<file path="src/timer16_pkg.sv">
// constants shared by the sixteen bit compare/capture timer
package timer16_pkg;
    // clock period of the cpu clock feeding the timer, in picoseconds
    localparam int CLK_PERIOD_PS = 4000;
    // tick period choices, in cpu clock periods
    localparam int TICK_DIV_MIN = 2;
    localparam int TICK_DIV_MID = 4;
    localparam int TICK_DIV_MAX = 8;
    // tick select codes on the clock select input
    localparam logic [1:0] CLK_SEL_DIV2 = 2'h0;
    localparam logic [1:0] CLK_SEL_DIV4 = 2'h1;
    localparam logic [1:0] CLK_SEL_DIV8 = 2'h2;
    // bit positions inside the two control bytes
    localparam int CTRL_ONE_OC_IRQ_EN_POS = 6;
    localparam int CTRL_STATUS_STOP_POS = 6;
    // least pwm period, in ticks minus one (two ticks at the least)
    localparam logic [15:0] PWM_MIN_PERIOD = 16'h0001;
    // reset values
    localparam logic [15:0] COUNT_RESET = 16'h0000;
    localparam logic [15:0] CAPTURE_RESET = 16'h0000;
    localparam logic [2:0] DIV_COUNT_RESET = 3'h0;
endpackage : timer16_pkg

</file>
<file path="src/timer16.sv">
// sixteen bit timer with output compare, input capture and pwm
// Summary of operation
// - internal tick period selectable two to eight cycles
// - capture pulses of one cycle are recognised
// - stop during compare event locks compare flag
// - locked flag with enable keeps interrupt asserted
// - status bit 0x40 stops, clearing restarts timer
// - control bit 0x40 enables compare interrupt
`timescale 1ns/10ps
`default_nettype none
module timer16 #(
    parameter int WIDTH = 16 // counter width
) (
    // clock and reset
    input wire logic i_clk,
    input wire logic i_rst,
    // control bytes as software writes them
    input wire logic [7:0] i_control_one,
    input wire logic [7:0] i_control_status,
    input wire logic [1:0] i_clk_sel,
    // compare setup and flag clear
    input wire logic [WIDTH-1:0] i_compare_value,
    input wire logic i_oc_flag_clear,
    // capture pin and flag clear
    input wire logic i_input_capture,
    input wire logic i_capture_rising,
    input wire logic i_ic_flag_clear,
    // pwm setup
    input wire logic i_pwm_enable,
    input wire logic [WIDTH-1:0] i_pwm_period,
    input wire logic [WIDTH-1:0] i_pwm_duty,
    // counter and flags
    output logic [WIDTH-1:0] o_count,
    output logic o_oc_flag,
    output logic o_ic_flag,
    output logic [WIDTH-1:0] o_capture_value,
    output logic o_irq,
    // pins
    output logic o_output_compare,
    output logic o_pwm
);
    logic run; // timer running
    logic tick; // one cycle per counter step
    logic stop_bit; // stop bit from the status byte
    logic stop_prev; // stop bit one cycle ago
    logic oc_irq_en; // compare interrupt enable
    logic oc_event; // compare match on this tick

    // control decode
    assign stop_bit = i_control_status[timer16_pkg::CTRL_STATUS_STOP_POS];
    assign oc_irq_en = i_control_one[timer16_pkg::CTRL_ONE_OC_IRQ_EN_POS];
    assign run = !stop_bit;

    // tick source
    tick_prescaler u_prescaler (
        .i_clk(i_clk),
        .i_rst(i_rst),
        .i_run(run),
        .i_clk_sel(i_clk_sel),
        .o_tick(tick)
    );

    // ---------------- counter and compare ----------------
    logic [WIDTH-1:0] count; // free running count
    logic [WIDTH-1:0] next_count;
    logic oc_flag; // compare flag
    logic next_oc_flag;
    logic oc_lock; // flag locked by a stop during a match
    logic next_oc_lock;
    logic oc_pin; // compare output pin, toggles on match
    logic next_oc_pin;
    logic irq; // interrupt request
    logic next_irq;
    logic next_stop_prev;

    // a tick can still arrive in the cycle the stop bit rises, so the match
    // and the stop meet here; that is the case that freezes the flag
    always_comb begin
        next_count = count;
        next_oc_flag = oc_flag;
        next_oc_lock = oc_lock;
        next_oc_pin = oc_pin;
        next_stop_prev = stop_bit;
        oc_event = 1'b0;
        if (tick) begin
            next_count = count + {{(WIDTH-1){1'b0}}, 1'b1};
            oc_event = (next_count == i_compare_value);
        end
        // lock released only once the timer runs again
        if (!stop_bit) begin
            next_oc_lock = 1'b0;
        end
        if (oc_event && stop_bit && !stop_prev) begin
            next_oc_lock = 1'b1;
        end
        // clear is ignored while locked; a new match wins over a clear
        if (i_oc_flag_clear && !oc_lock) begin
            next_oc_flag = 1'b0;
        end
        if (oc_event) begin
            next_oc_flag = 1'b1;
            next_oc_pin = !oc_pin;
        end
        // stuck flag keeps the request up while the enable is set
        next_irq = next_oc_flag && oc_irq_en;
    end

    // register counter and compare state
    always_ff @(posedge i_clk or posedge i_rst) begin
        if (i_rst) begin
            count <= timer16_pkg::COUNT_RESET;
            oc_flag <= 1'b0;
            oc_lock <= 1'b0;
            oc_pin <= 1'b0;
            irq <= 1'b0;
            stop_prev <= 1'b0;
        end else begin
            count <= next_count;
            oc_flag <= next_oc_flag;
            oc_lock <= next_oc_lock;
            oc_pin <= next_oc_pin;
            irq <= next_irq;
            stop_prev <= next_stop_prev;
        end
    end

    // ---------------- input capture ----------------
    logic [2:0] ic_sync; // synchroniser chain, bit 0 meets the pin
    logic [2:0] next_ic_sync;
    logic ic_flag; // capture flag
    logic next_ic_flag;
    logic [WIDTH-1:0] capture; // captured count
    logic [WIDTH-1:0] next_capture;
    logic ic_edge; // chosen edge seen between stages two and three

    // the edge is taken between the second and third stage so that a pulse
    // of only one cycle still registers; the first stage is never inspected
    always_comb begin
        next_ic_sync = {ic_sync[1:0], i_input_capture};
        next_ic_flag = ic_flag;
        next_capture = capture;
        if (i_capture_rising) begin
            ic_edge = ic_sync[1] && !ic_sync[2];
        end else begin
            ic_edge = !ic_sync[1] && ic_sync[2];
        end
        if (i_ic_flag_clear) begin
            next_ic_flag = 1'b0;
        end
        // a capture in the clear cycle wins
        if (ic_edge) begin
            next_ic_flag = 1'b1;
            next_capture = count;
        end
    end

    // register capture state
    always_ff @(posedge i_clk or posedge i_rst) begin
        if (i_rst) begin
            ic_sync <= 3'h0;
            ic_flag <= 1'b0;
            capture <= timer16_pkg::CAPTURE_RESET;
        end else begin
            ic_sync <= next_ic_sync;
            ic_flag <= next_ic_flag;
            capture <= next_capture;
        end
    end

    // ---------------- pwm ----------------
    logic [WIDTH-1:0] pwm_count; // ticks into the current pwm period
    logic [WIDTH-1:0] next_pwm_count;
    logic [WIDTH-1:0] pwm_last; // last tick of the period, clamped
    logic pwm; // pwm pin level
    logic next_pwm;

    // a period of one tick would repeat every two cycles; clamping to two
    // ticks keeps the rate at a quarter of the cpu clock at the most
    always_comb begin
        if (i_pwm_period < WIDTH'(timer16_pkg::PWM_MIN_PERIOD)) begin
            pwm_last = WIDTH'(timer16_pkg::PWM_MIN_PERIOD);
        end else begin
            pwm_last = i_pwm_period;
        end
        next_pwm_count = pwm_count;
        next_pwm = pwm;
        if (!i_pwm_enable) begin
            next_pwm_count = {WIDTH{1'b0}};
            next_pwm = 1'b0;
        end else if (tick) begin
            // while enabled, level moves only on ticks, never finer than two cycles; disabling drops it low in any cycle
            if (pwm_count >= pwm_last) begin
                next_pwm_count = {WIDTH{1'b0}};
            end else begin
                next_pwm_count = pwm_count + {{(WIDTH-1){1'b0}}, 1'b1};
            end
            next_pwm = (next_pwm_count < i_pwm_duty);
        end
    end

    // register pwm state
    always_ff @(posedge i_clk or posedge i_rst) begin
        if (i_rst) begin
            pwm_count <= {WIDTH{1'b0}};
            pwm <= 1'b0;
        end else begin
            pwm_count <= next_pwm_count;
            pwm <= next_pwm;
        end
    end

    // outputs straight from flip-flops
    assign o_count = count;
    assign o_oc_flag = oc_flag;
    assign o_ic_flag = ic_flag;
    assign o_capture_value = capture;
    assign o_irq = irq;
    assign o_output_compare = oc_pin;
    assign o_pwm = pwm;
endmodule : timer16
`default_nettype wire

</file>
<file path="src/tick_prescaler.sv">
// prescaler that turns the cpu clock into counter ticks
`timescale 1ns/10ps
`default_nettype none
module tick_prescaler (
    // clock and reset
    input wire logic i_clk,
    input wire logic i_rst,
    // control
    input wire logic i_run,
    input wire logic [1:0] i_clk_sel,
    // tick out, one cycle wide
    output logic o_tick
);
    logic [2:0] div_count; // cycles since the last tick
    logic [2:0] next_div_count;
    logic tick; // registered tick
    logic next_tick;
    logic [2:0] last; // terminal count for the chosen divider

    // pick terminal count; unknown codes fall back to the slowest rate
    always_comb begin
        unique case (i_clk_sel)
            timer16_pkg::CLK_SEL_DIV2: last = 3'(timer16_pkg::TICK_DIV_MIN - 1);
            timer16_pkg::CLK_SEL_DIV4: last = 3'(timer16_pkg::TICK_DIV_MID - 1);
            default: last = 3'(timer16_pkg::TICK_DIV_MAX - 1);
        endcase
    end

    // next divider count; held at zero while stopped so restart is clean
    always_comb begin
        next_div_count = div_count;
        next_tick = 1'b0;
        if (!i_run) begin
            next_div_count = timer16_pkg::DIV_COUNT_RESET;
        end else if (div_count >= last) begin
            next_div_count = timer16_pkg::DIV_COUNT_RESET;
            next_tick = 1'b1;
        end else begin
            next_div_count = div_count + 3'h1;
        end
    end

    // register divider state
    always_ff @(posedge i_clk or posedge i_rst) begin
        if (i_rst) begin
            div_count <= timer16_pkg::DIV_COUNT_RESET;
            tick <= 1'b0;
        end else begin
            div_count <= next_div_count;
            tick <= next_tick;
        end
    end

    assign o_tick = tick;
endmodule : tick_prescaler
`default_nettype wire

</file>
<file path="config.mk">
export PLATFORM = sky130hd
export DESIGN_NAME = timer16
export DESIGN_NICKNAME = d
export VERILOG_FILES = /design/src/timer16_pkg.sv /design/src/timer16.sv /design/src/tick_prescaler.sv
export SDC_FILE = /design/constraint.sdc
export NUM_CORES = 1
export LEC_CHECK = 0
export ABC_AREA = 0
export ABC_CLOCK_PERIOD_IN_PS = 4450
export BUFFER_PORTS_ARGS = -buffer_cell sky130_fd_sc_hd__buf_2
export CAP_MARGIN = 0
export CORE_ASPECT_RATIO = 2
export CORE_UTILIZATION = 54
export DETAILED_ROUTE_END_ITERATION = 12
export PLACE_DENSITY = 0.86
export SETUP_SLACK_MARGIN = 0.05
export SKIP_LAST_GASP = 1
export SLEW_MARGIN = 15
export SYNTH_ARGS = -nofsm -noshare
export SYNTH_HDL_FRONTEND = slang
export SYNTH_SLANG_ARGS = --single-unit
</file>
<file path="constraint.sdc">
create_clock -name i_clk -period 4.45 [get_ports i_clk]
set_input_delay 0 -clock i_clk [delete_from_list [all_inputs] [get_ports i_clk]]
set_output_delay 0 -clock i_clk [all_outputs]
set_load 0.02 [all_outputs]
</file>
==> results.toml <==
[sta]
tightest_slew_ns = 0.8100
fin_crit_sh_pct = 81.22
finalSetupViolCount = 0
drv_slew = 0
period_needed_ns = 3.614
hold_viol = 0
fmax_mhz = 276.7
fin_worst_skew_ns = 0.009315
slew-limit-headroom_pct = 46.00
holdWs_ns = 0.05145
rsz0062_at_grt = "no"
setup_tns_ns = 0

[worst_setup_path]
r2r-start = "pwm_count[0]"
arrival_ns = 3.85
cp-start-kind = "flop"
worst_r2r_endpoint = "o_pwm"
path_cells = "inv_1 > ha_1 > and3_1 > o21ai_0 > a31oi_1 > o31ai_1 > o211ai_1 > a21oi_1 > ha_1 > a21o_1 > a21o_1 > a21oi_1 > nor2_1 > a2111oi_0 > o211ai_1 > a41oi_1"
path_delay_family = "compound AO/OA/AOI/OAI gates"
cpPeakStageDelay_ns = 0.51
slowest_stage = "dfrtp_1"
path_buf_inv = 1
crit_fanout = 7
r2r_setup_slack_ns = 0.84
cp.required_ns = 4.69
worstRegToRegCells = 16
critPathCaptureType = "flop"
worstSetupPathType = "flop to flop"

[clock_tree]
clockRootBuffer = "clkbuf_16"
cts.clk_slew.worst_paths_ns = 0.05
cts_sinks = 62
cts_tree = "done"
clk_path_buf_depth = 2
cts_max_level = 3
clk_latency_ns = 0.33
cts_buffers = 9

[detailed_routing]
routedWlPerCell_um = 16.47
drt-pass1-iter-count = 4
vias = 3933
initialDrtViolationCount = 227
routed_via_density = 5.827
drc = 0
wirelength_um = 11120
drt.antenna.violating_nets = 0

[yosys]
yosys.area_share.simple_pct = 22.03
syn_area_per_cell_um2 = 9.164
synth.yosys.seq_area_share_pct = 35.20
yosysWarningCount = 0
synth_top_family_by_area = "simple AND/OR/NAND/NOR gates"
synthFlopType = "dfrtp_1"
ys_seq_elements = 62
synth_xor_area_share_pct = 7.919
netlist_area_um2 = 4408
async_flop_share_pct = 100.0
syn_nets = 590
synth-compound-area-share_pct = 13.94
syn_inst = 481
synth_edf_count = 0
synth_mux_area_share_pct = 4.570
synthAdderAreaFrac_pct = 10.22
synth.distinct_cells = 53

[placed_design]
gp_congestion = 0.9158
dp_hpwl_um = 8612
place_area_um2 = 4921
port_buffers = 95

[global_routing]
grt_pass1_vias = 3991
grt_max_degree = 63
grt_pass1_wl_um = 17710
grt_overflow = 0
grt_use_total_pct = 27.47
antenna_found_initial = 0

[cells_and_area]
nNetsFinal = 683
n_antenna_cell = 0
final_area_um2 = 5286
finish.utilization_pct = 66.56
nFillCells = 647
drive_gt1_share_pct = 25.22
synthToLayoutAreaGrowth_pct = 19.93

[floorplan]
die_y_um = 129.8
initial_core_util_pct = 55.50
die_area_um2 = 8550
pin_count = 110
coreArea_um2 = 7943
dieWidth_um = 65.89
std_cell_rows = 46

[pwr]
power_leakage_nw = 2.773
vdd_ir_drop_max_uv = 208.9
powerDensity_nw_per_um2 = 350.0

[hold_path]
holdPathStages = 4
worstHoldEndpoint = "o_oc_flag"
hold_class = "primary input to flop"
min_from = "i_oc_flag_clear"

[job]
cap_violations = 0

[status]
status = "finished, final reports clean"
[power breakdown]
group | internal [W] | total (W) | switching (W)
clock | 0.000489 | 0.000740 | 0.000251
combinational | 0.000182 | 0.000405 | 0.000223
sequential | 0.000613 | 0.000705 | 0.0000917
[worst register-to-register path: cells and delay by family (launching register included)]
family,cells,cell delay [ns]
flops,1,0.51
compound gates,11,2.15
buf+inv,1,0.09
simple gates,2,0.19
fa+ha+maj,2,0.60
[per-layer routing]
layer,vias up,global-route usage (%),routed length [um]
met5,-,0,0
met4,0,20.33,662
met3,41,5.070,372
met2,139,52.82,6388
met1,1872,23.79,3695
li1,1881,-,-
[cell usage after synthesis, drive strengths merged (2+ instances only)]
library cell	n	share of area, %
a21o	14	2.4
a21oi	32	3.6
a31oi	3	0.43
and3	10	1.4
and4	2	0.40
buf	9	1.4
clkbuf	13	1.1
dfrtp	62	35
ha	36	10
inv	42	3.6
mux2	17	4.3
nand2	21	1.8
nand2b	11	1.6
nand3	17	2.2
nand3b	11	1.9
nand4	15	2.5
nand4b	2	0.40
nor2	29	2.5
nor2b	17	2.4
nor3	7	0.79
nor3b	3	0.51
nor4	9	1.3
o211ai	3	0.51
o21a	15	2.6
o21ai	11	1.2
o31ai	6	1.0
or2	3	0.43
or3	5	0.82
or3b	4	0.79
xnor2	22	4.5
xor2	17	3.4
[worst max path at each step]
stage / from / slack, ns / cells past startpoint / to
6_report: pwm_count[0] / 0.84 / 16 / o_pwm
4_1_cts: pwm_count[0] / 0.82 / 16 / o_pwm
3_3_place_gp: pwm_count[0] / 0.90 / 16 / o_pwm
2_1_floorplan: pwm_count[2] / 1.18 / 16 / o_pwm
3_5_place_dp: pwm_count[0] / 0.86 / 16 / o_pwm
5_1_grt: pwm_count[0] / 0.50 / 16 / o_pwm
[registers in the layout (all words and copies together), names as in the netlist]
name                   count
o_count                   16
stop_prev                  1
oc_lock                    1
u_prescaler.div_count      3
ic_sync                    3
o_oc_flag                  1
o_capture_value           16
u_prescaler.o_tick         1
o_pwm                      1
o_ic_flag                  1
pwm_count                 16
o_output_compare           1
o_irq                      1
[layout make-up]
cell class              count  area, um^2  area share (%)
multi-input cells         355        2586           48.92
clock inverters             6       86.33           1.633
well taps                  96       120.1           2.272
clock buffers              10       229.0           4.331
inverters                  42       157.7           2.982
flip-flops and latches     62        1551           29.35
repair buffers            104       555.5           10.51
[cells in the final DEF (no fill, tap or decap), types with 10 or more instances in the layout]
cell type,instances
o21a_1,15
a21oi_1,32
o21ai_0,10
buf_2,95
nand4_1,14
nand3b_1,11
nand2_1,21
ha_1,36
nand3_1,15
xor2_1,17
nor2b_1,17
nand2b_1,11
nor2_1,29
inv_1,41
a21o_1,14
dfrtp_1,62
mux2_2,17
xnor2_1,21
[through the flow]
step	std cells	total power, W	worst slack (ns)
after floorplan	481	0.0009861	1.182
after global placement	654	0.001092	0.8977
after detailed placement	654	0.001117	0.8635
after CTS	675	0.001867	0.8186
after global routing	675	0.001944	0.4994
final	675	0.001850	0.8358
[repair_timing]
action,CTS,global route
hold endpoints to repair,70,0
setup buffers,0,0
hold buffers,5,0
gates resized for setup,0,0
[cell families after synthesis]
| group | after synthesis |
|---|---|
| simple gates | 168 |
| compound gates | 94 |
| buf+inv | 64 |
| flops | 62 |
| xor+xnor | 39 |
| fa+ha+maj | 36 |
| mux | 18 |
(Power assumes the default switching activity.)
